## config.mk

```make
export PLATFORM = sky130hd
export DESIGN_NAME = pfd_frame_decoder
export DESIGN_NICKNAME = d
export VERILOG_FILES = /design/src/pfd_frame_decoder.v /design/src/pfd_region_decode.v /design/src/pfd_emu_regs.v
export VERILOG_INCLUDE_DIRS = /design/src
export SDC_FILE = /design/constraint.sdc
export NUM_CORES = 1
export LEC_CHECK = 0
export BUFFER_PORTS_ARGS = -buffer_cell sky130_fd_sc_hd__buf_2
export CORE_AREA = 4 4 214 112
export DETAILED_ROUTE_END_ITERATION = 12
export DIE_AREA = 0 0 218 116
export PLACE_DENSITY = 0.87
export RECOVER_POWER = 50
export SLEW_MARGIN = 20
export SYNTH_ARGS = -nofsm -noshare
export SYNTH_HDL_FRONTEND = slang
export SYNTH_SLANG_ARGS = --single-unit
```

## constraint.sdc

```tcl
create_clock -name clk_sys -period 5.46 [get_ports clk_sys]
set_input_delay 0.273 -clock clk_sys [delete_from_list [all_inputs] [get_ports clk_sys]]
set_output_delay 0.273 -clock clk_sys [all_outputs]
set_load 0.01 [all_outputs]
```

## src/pfd_consts.vh

```
`ifndef PFD_CONSTS_VH
`define PFD_CONSTS_VH
// word addresses (16-bit words) of the frames and regions
`define PFD_AW              22
`define PFD_F0_LO           22'h000800
`define PFD_F0_HI           22'h000FFF
`define PFD_EMU_LO          22'h000880
`define PFD_EMU_HI          22'h0009FF
`define PFD_FLASH_LO        22'h000A80
`define PFD_FLASH_HI        22'h000ADF
`define PFD_KEY_LO          22'h000AE0
`define PFD_KEY_HI          22'h000AEF
`define PFD_EXT_LO          22'h000B20
`define PFD_EXT_HI          22'h000B3F
`define PFD_TMR_LO          22'h000C00
`define PFD_TMR_HI          22'h000C3F
`define PFD_IRQ_LO          22'h000CE0
`define PFD_IRQ_HI          22'h000CFF
`define PFD_VEC_LO          22'h000D00
`define PFD_VEC_HI          22'h000DFF
`define PFD_F1_LO           22'h006000
`define PFD_F1_HI           22'h006FFF
`define PFD_CAN_LO          22'h006000
`define PFD_CAN_HI          22'h0060FF
`define PFD_MBX_LO          22'h006100
`define PFD_MBX_HI          22'h0061FF
`define PFD_F2_LO           22'h007000
`define PFD_F2_HI           22'h007FFF
// frame two peripheral windows
`define PFD_SYS_LO          22'h007010
`define PFD_SYS_HI          22'h00702F
`define PFD_SER_LO          22'h007040
`define PFD_SER_HI          22'h00705F
`define PFD_XIR_LO          22'h007070
`define PFD_XIR_HI          22'h00707F
`define PFD_GPM_LO          22'h0070C0
`define PFD_GPM_HI          22'h0070DF
`define PFD_ADC_HI          22'h00711F
`define PFD_MCA_LO          22'h007400
`define PFD_MCA_HI          22'h00743F
`define PFD_MCB_LO          22'h007500
`define PFD_MCB_HI          22'h00753F
`define PFD_SCB_LO          22'h007750
`define PFD_SCB_HI          22'h00775F
`define PFD_SRL_LO          22'h007800
`define PFD_SRL_HI          22'h00783F
// emulation registers
`define PFD_CFG_LO_ADDR     22'h000880
`define PFD_CFG_HI_ADDR     22'h000881
`define PFD_RSVD_ADDR       22'h000882
`define PFD_ID_ADDR         22'h000883
`define PFD_PSTART_ADDR     22'h000884
`define PFD_PRANGE_ADDR     22'h000885
// reset values
`define PFD_CFG_RST         32'h00000000
`define PFD_PSTART_RST      16'h0000
`define PFD_PRANGE_RST      16'h0000
// arbitrary identification value
`define PFD_ID_DEFAULT      16'h00A5
`endif

```

## src/pfd_frame_decoder.v

```verilog
`timescale 1ns/1ps
`include "pfd_consts.vh"
// decoder and access guard for the three peripheral frames
// edge 0 takes cpu_req and the guard decides at once
// ack, with err on a refused access, frame select and strobe then stand one cycle
// read data is latched one edge later from the selected bus
// registered buses keep the guard off the peripheral paths,
// at the cost of one cycle of latency per access
// emulation registers sit inside, not on a frame bus
// requests may come on every cycle; nothing is queued

module pfd_frame_decoder #(
    parameter [15:0] ID_VALUE   = `PFD_ID_DEFAULT,
    parameter [31:0] CAN_PROT_M = 32'h0000FFFF
) (
    // clock and reset
    input  wire        clk_sys,
    input  wire        rst,

    // processor access port
    input  wire        cpu_req,
    input  wire        cpu_we,
    input  wire        cpu_wide,
    input  wire [21:0] cpu_addr,
    input  wire [31:0] cpu_wdata,
    output reg  [31:0] cpu_rdata,
    output reg         cpu_ack,
    output reg         cpu_err,

    // instruction events from the processor
    input  wire        write_unlock_instr,
    input  wire        write_lock_instr,

    // code security module state
    input  wire        code_security_unlocked,

    // frame zero memory bus
    output reg         f0_sel,
    output reg         f0_we,
    output reg         f0_wide,
    output reg  [21:0] f0_addr,
    output reg  [31:0] f0_wdata,
    input  wire [31:0] f0_rdata,

    // frame one 32-bit peripheral bus
    output reg         f1_sel,
    output reg         f1_we,
    output reg  [21:0] f1_addr,
    output reg  [31:0] f1_wdata,
    output reg  [31:0] f1_wmask,
    input  wire [31:0] f1_rdata,

    // frame two 16-bit peripheral bus
    output reg         f2_sel,
    output reg         f2_we,
    output reg  [21:0] f2_addr,
    output reg  [15:0] f2_wdata,
    input  wire [15:0] f2_rdata,

    // status
    output wire        unlock_state,
    output wire [31:0] device_configuration,
    output wire [15:0] block_protect_start,
    output wire [15:0] block_protect_range
);

    // decode results
    wire        in_f0;
    wire        in_f1;
    wire        in_f2;
    wire        mapped;
    wire        is_emu;
    wire        is_flash;
    wire        is_can_ctl;
    wire        prot;

    // emulation register read data
    wire [31:0] emu_rdata;

    // guard state and decisions
    reg         unlock_q;        // write unlock state
    reg         ok;              // access allowed to proceed
    reg         wr_ok;           // write allowed to land
    reg         emu_wr;          // emulation write strobe

    // read return tracking
    reg         pend;            // read result to capture next cycle
    reg         pend_wide;       // width of that read
    reg  [2:0]  pend_src;        // which source to capture
    reg  [31:0] pend_emu;        // emulation read held across the cycle

    // source codes for the read return, one-hot
    // zero selects the held emulation or refused data
    localparam [2:0] SRC_F0 = 3'b001;
    localparam [2:0] SRC_F1 = 3'b010;
    localparam [2:0] SRC_F2 = 3'b100;

    // trim read data to the access width; a narrow read must not
    // leak the upper word of a 32-bit register onto the bus
    function [31:0] fit_width;
        input        wide;
        input [31:0] data;
        begin
            fit_width = wide ? data : {16'h0000, data[15:0]};
        end
    endfunction

    // the unlock state is shown as is, for software and debug
    assign unlock_state = unlock_q;

    // address map, combinational from the request address
    pfd_region_decode u_dec (
        .addr       (cpu_addr),
        .in_f0      (in_f0),
        .in_f1      (in_f1),
        .in_f2      (in_f2),
        .mapped     (mapped),
        .is_emu     (is_emu),
        .is_flash   (is_flash),
        .is_can_ctl (is_can_ctl),
        .prot       (prot)
    );

    // emulation registers live here, not out on the bus
    // a locked write to them never shows as a frame zero strobe
    // and their read data is taken in the request cycle
    pfd_emu_regs #(
        .ID_VALUE (ID_VALUE)
    ) u_emu (
        .clk_sys              (clk_sys),
        .rst                  (rst),
        .sel                  (emu_wr),
        .wr_en                (emu_wr),
        .wide                 (cpu_wide),
        .addr                 (cpu_addr),
        .wdata                (cpu_wdata),
        .rdata                (emu_rdata),
        .device_configuration (device_configuration),
        .block_protect_start  (block_protect_start),
        .block_protect_range  (block_protect_range)
    );

    // unlock state; lock wins if both arrive together, the safe side
    // one unlock opens every protected region at once (flash also needs code security unlocked);
    // there is no per-region unlock; software must lock again when it is done
    always @(posedge clk_sys or posedge rst) begin
        if (rst) begin
            unlock_q <= 1'b0;
        end else if (write_lock_instr) begin
            unlock_q <= 1'b0;
        end else if (write_unlock_instr) begin
            unlock_q <= 1'b1;
        end
    end

    // access guard, decided from the live request in the same cycle
    // a refused access never reaches a bus, so no peripheral ever
    // sees a request that the guard later takes back
    always @* begin
        // reserved and unmapped addresses are refused first
        ok    = cpu_req && mapped;

        // can control rejects narrow accesses outright
        if (in_f1 && is_can_ctl && !cpu_wide) begin
            ok = 1'b0;
        end

        // frame two drops every wide access
        if (in_f2 && cpu_wide) begin
            ok = 1'b0;
        end

        // flash is closed entirely unless both conditions hold
        if (is_flash && !(unlock_q && code_security_unlocked)) begin
            ok = 1'b0;
        end

        // protected writes need the unlock state; emu group included
        // a blocked write is still acknowledged, only its effect is lost
        wr_ok  = ok && cpu_we && (!prot || unlock_q);
        emu_wr = wr_ok && is_emu;
    end

    // bus drive, one cycle per access; the processor keeps its own alignment
    // address and data follow the request every cycle; only sel and we
    // qualify them, which saves enables on the wide data registers
    always @(posedge clk_sys or posedge rst) begin
        if (rst) begin
            // frame zero idle
            f0_sel   <= 1'b0;
            f0_we    <= 1'b0;
            f0_wide  <= 1'b0;
            f0_addr  <= 22'h000000;
            f0_wdata <= 32'h00000000;
            // frame one idle
            f1_sel   <= 1'b0;
            f1_we    <= 1'b0;
            f1_addr  <= 22'h000000;
            f1_wdata <= 32'h00000000;
            f1_wmask <= 32'h00000000;
            // frame two idle
            f2_sel   <= 1'b0;
            f2_we    <= 1'b0;
            f2_addr  <= 22'h000000;
            f2_wdata <= 16'h0000;
        end else begin
            // frame zero straight off the memory bus, both widths
            f0_sel   <= ok && in_f0 && !is_emu;
            f0_we    <= wr_ok && in_f0 && !is_emu;
            f0_wide  <= cpu_wide;
            f0_addr  <= cpu_addr;
            f0_wdata <= cpu_wdata;

            // frame one on the 32-bit bus
            f1_sel   <= ok && in_f1;
            f1_we    <= ok && in_f1 && cpu_we;
            f1_addr  <= cpu_addr;
            f1_wdata <= cpu_wdata;

            // locked: only unprotected bits of control words change
            if (is_can_ctl && !unlock_q) begin
                f1_wmask <= ~CAN_PROT_M;
            end else if (cpu_wide) begin
                f1_wmask <= 32'hFFFFFFFF;
            end else begin
                f1_wmask <= 32'h0000FFFF;
            end

            // frame two on the 16-bit bus
            f2_sel   <= ok && in_f2;
            f2_we    <= wr_ok && in_f2;
            f2_addr  <= cpu_addr;
            // only the low half travels on the narrow bus
            f2_wdata <= cpu_wdata[15:0];
        end
    end

    // read return tracking; emulation data captured with the request
    // only reads set pend, so cpu_rdata keeps the last read result
    // across any writes that follow it
    always @(posedge clk_sys or posedge rst) begin
        if (rst) begin
            pend      <= 1'b0;
            pend_wide <= 1'b0;
            pend_src  <= 3'b000;
            pend_emu  <= 32'h00000000;
            cpu_ack   <= 1'b0;
            cpu_err   <= 1'b0;
        end else begin
            pend      <= cpu_req && !cpu_we;
            pend_wide <= cpu_wide;
            // every request is answered, refused ones included
            cpu_ack   <= cpu_req;
            // refused or reserved accesses flag an error, data zero
            cpu_err   <= cpu_req && !ok;
            pend_emu  <= (ok && is_emu) ? emu_rdata : 32'h00000000;

            // refused reads and emulation reads return pend_emu
            if (!ok || cpu_we || is_emu) begin
                pend_src <= 3'b000;
            end else if (in_f0) begin
                pend_src <= SRC_F0;
            end else if (in_f1) begin
                pend_src <= SRC_F1;
            end else begin
                pend_src <= SRC_F2;
            end
        end
    end

    // read data: the selected bus replies in the same cycle that sel stands
    // the peripheral answer is not registered on its side, so bus
    // read data must settle within one clock period
    always @(posedge clk_sys or posedge rst) begin
        if (rst) begin
            cpu_rdata <= 32'h00000000;
        end else if (pend) begin
            case (pend_src)
                SRC_F0:  cpu_rdata <= fit_width(pend_wide, f0_rdata);
                SRC_F1:  cpu_rdata <= fit_width(pend_wide, f1_rdata);
                SRC_F2:  cpu_rdata <= {16'h0000, f2_rdata};
                default: cpu_rdata <= pend_emu; // zero unless emulation
            endcase
        end
    end
endmodule

```

## src/pfd_region_decode.v

```verilog
`timescale 1ns/1ps
// combinational map of a word address onto frame, region and protection
module pfd_region_decode (
    // address in
    input  wire [21:0] addr,
    // frame selects
    output reg         in_f0,
    output reg         in_f1,
    output reg         in_f2,
    // region attributes
    output reg         mapped,
    output reg         is_emu,
    output reg         is_flash,
    output reg         is_can_ctl,
    output reg         prot
);
`include "pfd_consts.vh"

    // inclusive range test, used for every region
    function in_rng;
        input [21:0] a;
        input [21:0] lo;
        input [21:0] hi;
        begin
            in_rng = (a >= lo) && (a <= hi);
        end
    endfunction

    // frame 2 peripheral windows, all 16-word aligned
    function f2_mapped;
        input [21:0] a;
        begin
            f2_mapped = in_rng(a, `PFD_SYS_LO, `PFD_SYS_HI) || in_rng(a, `PFD_SER_LO, `PFD_SER_HI) ||
                        in_rng(a, `PFD_XIR_LO, `PFD_XIR_HI) || in_rng(a, `PFD_GPM_LO, `PFD_ADC_HI) ||
                        in_rng(a, `PFD_MCA_LO, `PFD_MCA_HI) || in_rng(a, `PFD_MCB_LO, `PFD_MCB_HI) ||
                        in_rng(a, `PFD_SCB_LO, `PFD_SCB_HI) || in_rng(a, `PFD_SRL_LO, `PFD_SRL_HI);
        end
    endfunction

    // region classification
    always @* begin
        in_f0      = in_rng(addr, `PFD_F0_LO, `PFD_F0_HI);
        in_f1      = in_rng(addr, `PFD_F1_LO, `PFD_F1_HI);
        in_f2      = in_rng(addr, `PFD_F2_LO, `PFD_F2_HI);
        is_emu     = in_rng(addr, `PFD_EMU_LO, `PFD_EMU_HI);
        is_flash   = in_rng(addr, `PFD_FLASH_LO, `PFD_FLASH_HI);
        is_can_ctl = in_rng(addr, `PFD_CAN_LO, `PFD_CAN_HI);
        // protected regions: emulation, flash, key words, vectors, system, gpio mux
        prot       = is_emu || is_flash ||
                     in_rng(addr, `PFD_KEY_LO, `PFD_KEY_HI) ||
                     in_rng(addr, `PFD_VEC_LO, `PFD_VEC_HI) ||
                     in_rng(addr, `PFD_SYS_LO, `PFD_SYS_HI) || in_rng(addr, `PFD_GPM_LO, `PFD_GPM_HI);
        // anything outside these windows is reserved
        mapped     = is_emu || is_flash || in_rng(addr, `PFD_KEY_LO, `PFD_KEY_HI) ||
                     in_rng(addr, `PFD_EXT_LO, `PFD_EXT_HI) || in_rng(addr, `PFD_TMR_LO, `PFD_TMR_HI) ||
                     in_rng(addr, `PFD_IRQ_LO, `PFD_VEC_HI) || in_rng(addr, `PFD_CAN_LO, `PFD_MBX_HI) ||
                     (in_f2 && f2_mapped(addr));
    end
endmodule

```

## src/pfd_emu_regs.v

```verilog
`timescale 1ns/1ps
`include "pfd_consts.vh"
// device emulation register group
module pfd_emu_regs #(
    parameter [15:0] ID_VALUE = `PFD_ID_DEFAULT
) (
    // clock and reset
    input  wire        clk_sys,
    input  wire        rst,
    // access from the decoder
    input  wire        sel,
    input  wire        wr_en,
    input  wire        wide,
    input  wire [21:0] addr,
    input  wire [31:0] wdata,
    // read data, device configuration and block protection outputs
    output reg  [31:0] rdata,
    output reg  [31:0] device_configuration,
    output reg  [15:0] block_protect_start,
    output reg  [15:0] block_protect_range
);

    // writes land only when the decoder already passed the guard
    always @(posedge clk_sys or posedge rst) begin
        if (rst) begin
            device_configuration <= `PFD_CFG_RST;
            block_protect_start  <= `PFD_PSTART_RST;
            block_protect_range  <= `PFD_PRANGE_RST;
        end else if (sel && wr_en) begin
            case (addr)
                `PFD_CFG_LO_ADDR: begin
                    device_configuration[15:0] <= wdata[15:0];
                    // a wide access fills the upper word too
                    if (wide) begin
                        device_configuration[31:16] <= wdata[31:16];
                    end
                end
                `PFD_CFG_HI_ADDR: device_configuration[31:16] <= wdata[15:0];
                `PFD_PSTART_ADDR: block_protect_start <= wdata[15:0];
                `PFD_PRANGE_ADDR: block_protect_range <= wdata[15:0];
                default: ; // reserved word 0x882 and the rest ignore writes
            endcase
        end
    end

    // read mux, reserved words read zero
    always @* begin
        case (addr)
            `PFD_CFG_LO_ADDR: rdata = wide ? device_configuration : {16'h0000, device_configuration[15:0]};
            `PFD_CFG_HI_ADDR: rdata = {16'h0000, device_configuration[31:16]};
            `PFD_ID_ADDR:     rdata = {16'h0000, ID_VALUE};
            `PFD_PSTART_ADDR: rdata = {16'h0000, block_protect_start};
            `PFD_PRANGE_ADDR: rdata = {16'h0000, block_protect_range};
            default:          rdata = 32'h00000000;
        endcase
    end
endmodule

```

==> flow_summary.ini, run 1 <==
[floorplan]
start_util_pct = 41.8
coreArea_um2 = 22300
placement_rows = 39
fp.dieH_um = 116
io_pins = 426
die_w_um = 218
dieArea_um2 = 25300

[run_status]
violations = capacitance limit, slew limit
status = finished, violations left

[logic_synthesis]
yosys_warnings = 0
syn_area_um2 = 9310
avgSynthCellArea_um2 = 11.8
synth_cell_types = 56
ys_seq_area_share_pct = 53.2
async_reset_ff_share_pct = 100
synth_edf_count = 0
ys_seq_elements = 198
synth_nets = 932
ys.flop_type = dfrtp_1
syn_inst = 790

[layout]
area_delta_synth_final_pct = 25.3
nNetsFinal = 1262
drive_above_1_share_pct = 39.3
final_cell_mix = buf_2 (287), dfrtp_1 (197), clkbuf_1 (139)
final_common_cell = buf_2

[cts]
cts_hold_buf = 41
clock_latency_ps = 450
htree_levels = 4
ctsRootBufferMaster = clkbuf_16
cts_made_buffers = 17
post_cts_buffers = 0
clockBufferDepth = 2
cts_tree = built
clock_sinks = 198
cts_resized = 0
cts.clk_slew.worst_paths_ps = 70

[setup_path]
cp_max_fo = 24
start_kind = primary input
worst-setup-path-type = primary input to flip-flop
end_kind = flip-flop
crit_arrival_ps = 3890
required_ps = 5780

[timing]
period_share_pct = 65.3
max_freq_mhz = 280
setup_violations = 0
grt_setup_unrepaired = false
relSlewSlack_pct = -104
holdWs_ps = 59.3
tightest_slew_ps = 3070
period_minus_slack_ps = 3570
fin_ws_ps = 1890
slew_viol_final = 173
setup_tns_ps = 0
hold_viol_final = 0
clock_skew_ps = 11.9

[routing]
remaining_drc_errors = 0
wire_per_inst_um = 22.6
postRouteAntennaNets = 0
drtIter0Drc = 693
vias = 7756
postRouteWirelength_mm = 32.5
via_per_inst = 5.37
firstDrtPassIters = 5

[global_route]
grt_pass1_vias = 7512
grt_start_max_net_pins = 123
grt_pass1_wl_mm = 47.4
antenna_found_initial = 3
grt.total_usage_pct = 25.1
grt_remaining_overflow = 0

[min_path]
hold_path_class = primary input to flip-flop

[placement]
gp_congestion = 0.912
numPortBuffers = 425
hpwl_mm = 23.4
dp_slack_ps = 2160

[power]
leakage_uw = 0.00568
ir_drop_uv = 218
pwr_density_cell_nw_per_um2 = 271

[run]
maxCapViolCount = 3
[power breakdown]
part	internal (uW)	total [uW]	leakage (uW)	switching, uW
sequential	1520	1560	0.00256	43.3
clock	699	1260	0.000290	565
combinational	131	335	0.00283	204
total	2350	3160	0.00568	812
[state kept, by name (all words and copies together), names as in the netlist]
name                        cells
pend_emu                       32
u_emu.device_configuration     32
unlock_state                    1
f0_sel                          1
f2_wdata                       15
u_emu.block_protect_range      16
u_emu.block_protect_start      16
f2_sel                          1
f1_sel                          1
pend                            1
f2_we                           1
f1_wdata                       17
pend_src                        3
f0_we                           1
f1_we                           1
f2_addr                        22
cpu_err                         1
cpu_rdata                      32
f1_wmask                        2
cpu_ack                         1
pend_wide                       1
[cell type report]
type | instances | area (um^2)
antenna | 4 | 10.0
clock buffer | 20 | 457
clock inverter | 11 | 124
fill | 2019 | 10600
inverter | 3 | 12.5
multi-input combinational | 421 | 3250
sequential | 198 | 4960
tap | 307 | 384
timing repair buffer | 479 | 2460
[worst paths after layout]
check                           slack, ps                              to           from  cells past startpoint
worst max-delay path                 1890                     pend_src[2]    cpu_addr[0]                      7
worst min-delay path                   60                     f2_wdata[1]   cpu_wdata[1]                      1
worst max register to register       2920  u_emu.device_configuration[17]   unlock_state                      5
worst min register to register        530                   cpu_rdata[20]  cpu_rdata[20]                      2
max in group asynchronous            2240                            pend            rst                      3
min in group asynchronous             140                    f1_wdata[29]            rst                      3
[worst max-delay path, stage by stage]
cell	delay [ps]
clkbuf_1	1260
nand4_1	360
o2111a_1	370
a2111oi_0	410
nor4_1	170
a31oi_2	680
nor4b_1	360
[layer usage]
metal  track usage [%]  wire, um  up-vias  part of all wire (%)
met5                 0        16        -                 0.049
met3              6.84      2810       36                   8.6
li1                  -         -     3373                     -
met2              36.3     14300      401                    44
met4              6.73       416        2                   1.3
met1              37.5     15000     3944                    46
[kinds of logic after synthesis]
group           Yosys count  share of synthesized area [%]
flops                   198                           53.2
simple gates            197                           11.3
buf+inv                 171                           12.0
compound gates          127                           9.45
mux                      96                           14.0
xor+xnor                  1                         0.0941
[stage by stage]
step / cells / power [uW] / util (%) / area [um^2]
2_1_floorplan: 790 / 1770 / - / 9310
3_3_place_gp: 1367 / 1910 / 48.7 / 10800
3_5_place_dp: 1367 / 1910 / 48.7 / 10800
4_1_cts: 1439 / 3200 / 53.2 / 11800
5_1_grt: 1441 / 3290 / 52.4 / 11700
6_report: 1443 / 3160 / 52.4 / 11700
[cell usage after synthesis, types with 2 or more instances]
library cell	count	area, um^2
a21oi_1	50	250
nand2b_1	3	18.8
mux2_4	10	150
o21ai_0	3	15.0
a31oi_1	4	25.0
nor2_1	81	304
dfrtp_1	198	4950
a221oi_1	16	140
nand4_1	6	37.5
or3_1	2	12.5
buf_4	123	923
clkbuf_1	35	131
or4b_2	2	20.0
nor3_1	12	60.1
buf_2	5	25.0
mux4_2	16	360
buf_1	4	15.0
nand3_1	7	35.0
nor4_1	8	50.1
a22oi_1	33	248
o2111ai_2	3	45.0
a21boi_0	4	30.0
and3_1	18	113
a2111oi_0	2	17.5
and2_1	18	113
inv_1	3	11.3
or4_1	4	30.0
nor2b_1	8	50.1
nor4b_1	3	26.3
mux2_2	70	788
o2111a_1	2	22.5
nand2_1	13	48.8
Power figures use the tool's default switching activity.
==> inputs of run 2 (changes only) <==
- ABC_AREA: unset -> 1
- CORE_AREA: 4 4 214 112 -> 4 4 217 113
- DIE_AREA: 0 0 218 116 -> 0 0 221 117
- PLACE_DENSITY: 0.87 -> 0.88
- clock period: 5.46 -> 3.04 ns (I/O delays scaled with it)
==> run 2 against run 1 <==
Effect of this change: the run still ends with capacitance limit, slew limit left; worst hold slack got worse by 53 ps; power increased by 84%; largest cell class unchanged; sequential power increased by 79%; highest routed layer is now met4; first-iteration DRC count increased by 92%.
==> flow_summary.ini, run 2 <==
[global_route]
grt_remaining_overflow = 0
grt_start_max_net_pins = 81
grt.total_usage_pct = 27.4
grt_pass1_vias = 9613
antenna_found_initial = 0
grt_pass1_wl_mm = 55.1

[run_status]
violations = capacitance limit, slew limit
status = finished, violations left

[layout]
final_cell_mix = nand2_1 (307), clkbuf_1 (301), dfrtp_1 (198)
stdcell_count = 1886
nNetsFinal = 1706
fillCellCount = 2103
area_delta_synth_final_pct = 29.5
largestRegisters = cpu_rdata (32), pend_emu (32), u_emu.device_configuration (32)
drive_above_1_share_pct = 14.2
final_common_cell = nand2_1

[logic_synthesis]
synth_edf_count = 0
avgSynthCellArea_um2 = 8.46
synth_common_cells = nand2_1 (308), dfrtp_1 (198), nand3_1 (135)
synth_most_common_cell = nand2_1
synth_top_area_share_pct = 50.5
ys.flop_type = dfrtp_1
synth_nets = 1303
synth_cell_types = 36
ys_seq_elements = 198
ys_top_cells_by_area = dfrtp_1 (50%), nand2_1 (12%), buf_4 (9.3%), nand3_1 (6.9%), nor2_1 (4.9%)
yosys.area.top_type = dfrtp_1
syn_inst = 1161
yosys_warnings = 0
ys_seq_area_share_pct = 50.5
syn_area_um2 = 9820
async_reset_ff_share_pct = 100

[power]
ir_drop_uv = 230
pwr_density_cell_nw_per_um2 = 458
leakage_uw = 0.00593

[routing]
postRouteAntennaNets = 0
top_layer_used = met4
firstDrtPassIters = 6
vias = 10100
via_per_inst = 5.36
postRouteWirelength_mm = 37.2
wire_per_inst_um = 19.7
drtIter0Drc = 1332
wl_met2_mm = 17.5
remaining_drc_errors = 0
wl_met3_mm = 3.54
met1_length_mm = 14.7

[placement]
placed_cells = 1746
hpwl_mm = 25.9
numPortBuffers = 425
gp_congestion = 0.925

[setup_path]
crit_arrival_ps = 3270
path_cells = dlygate4sd3_1 -> clkbuf_1 -> inv_2 -> nor2_1 -> nand2_1 -> nor2_1 -> nand3_1 -> nand3_1 -> a21oi_1 -> or2_1 -> nor2_2 -> nand3_4 -> nor2_8 -> buf_4 -> buf_12 -> nand3_1 -> nand2_1
cpPeakStageDelay_ps = 530
worst-r2r-setup-slack_ps = 430
crit_buf_inv = 5
slowest_stage = dlygate4sd3_1
cp_max_fo = 38
start_kind = primary input
cpLargestDelayFamily = simple AND/OR/NAND/NOR gates
end_kind = flip-flop
worst-setup-path-type = primary input to flip-flop
cpMostUsedCell = nand3_1
required_ps = 3430

[cts]
cts_tree = built
htree_levels = 4
clock_sinks = 198
clock_latency_ps = 450
cts_made_buffers = 17
cts.clk_slew.worst_paths_ps = 80
ctsRootBufferMaster = clkbuf_16
clockBufferDepth = 2

[timing]
relSlewSlack_pct = -9.55
period_share_pct = 94.8
setup_violations = 0
grt_setup_unrepaired = false
setup_tns_ps = 0
hold_viol_final = 0
slew_viol_final = 34
tightest_slew_ps = 1630
clock_skew_ps = 14.5
period_minus_slack_ps = 2880
max_freq_mhz = 347

[floorplan]
placement_rows = 39
coreArea_um2 = 22500
fp.dieH_um = 117
io_pins = 426
die_w_um = 221
start_util_pct = 43.6
dieArea_um2 = 25900

[run]
maxCapViolCount = 1

[min_path]
hold_path_class = primary input to flip-flop
## run 2: stage by stage
step                worst slack [ps]  power (uW)  hold slack, ps  utilization, %  area (um^2)
floorplan                        328        3200             183               -         9820
global placement                 397        3470             271            50.7        11400
detailed placement               322        3480             276            50.7        11400
CTS                              227        5860           0.460            57.9        13000
global route                    2.56        6030            12.6            56.4        12700
finish                           158        5820            6.31            56.4        12700
## run 2: what timing repair did
action,in CTS,in global routing
resized for setup,0,4
endpoints found under the hold margin,131,0
buffers inserted,0,3
hold buffers,102,0
setup endpoints to repair,0,79
## run 2: path summary, 6_finish.rpt
path | from | to | cells past startpoint
worst min-delay path | f1_rdata[1] | cpu_rdata[1] | 3
min in group asynchronous | rst | cpu_rdata[29] | 3
worst max-delay path | cpu_addr[11] | u_emu.device_configuration[24] | 17
worst max register to register | pend_src[2] | cpu_rdata[18] | 7
worst min register to register | u_emu.block_protect_start[6] | u_emu.block_protect_start[6] | 2
max in group asynchronous | rst | u_emu.device_configuration[31] | 4
## run 2: layout make-up
| cell class | count | area (um^2) | share of cell area (%) |
|---|---|---|---|
| clock buffer | 20 | 457 | 3.59 |
| timing repair buffer | 553 | 3030 | 23.8 |
| antenna | 2 | 5.00 | 0.0394 |
| tap | 307 | 384 | 3.02 |
| inverter | 57 | 215 | 1.69 |
| clock inverter | 12 | 135 | 1.06 |
| sequential | 198 | 4950 | 39.0 |
| multi-input combinational | 737 | 3530 | 27.8 |
## run 2: kinds of logic (layout without fill, tap and decap cells)
kind of cell	count (synthesis)	in the layout	synth area share [%]
multiplexers	16	16	1.83
AO/OA/AOI/OAI	104	104	7.10
other	0	2	0
flip-flops	198	198	50.5
buffers and inverters	227	642	14.0
AND/OR/NAND/NOR	616	617	26.6
## run 2: worst register-to-register path: cells and delay by family, from the launching register on
kind | cells | cell delay, ps
flip-flops | 1 | 410
AO/OA/AOI/OAI | 2 | 380
AND/OR/NAND/NOR | 2 | 400
buffers and inverters | 3 | 1350
## run 2: report_power, final
| group | leakage, uW | internal, uW | switching, uW | total [uW] |
|---|---|---|---|---|
| combinational | 0.00308 | 296 | 448 | 744 |
| sequential | 0.00256 | 2720 | 73.6 | 2800 |
| clock | 0.000282 | 1140 | 1140 | 2280 |
| total | 0.00593 | 4160 | 1660 | 5820 |
## run 2: metal layers
| layer | track usage, % | up-vias |
|---|---|---|
| li1 | - | 4521 |
| met1 | 35.5 | 4807 |
| met2 | 44.5 | 639 |
| met3 | 7.15 | 143 |
| met4 | 11.6 | 0 |
| met5 | 0 | - |
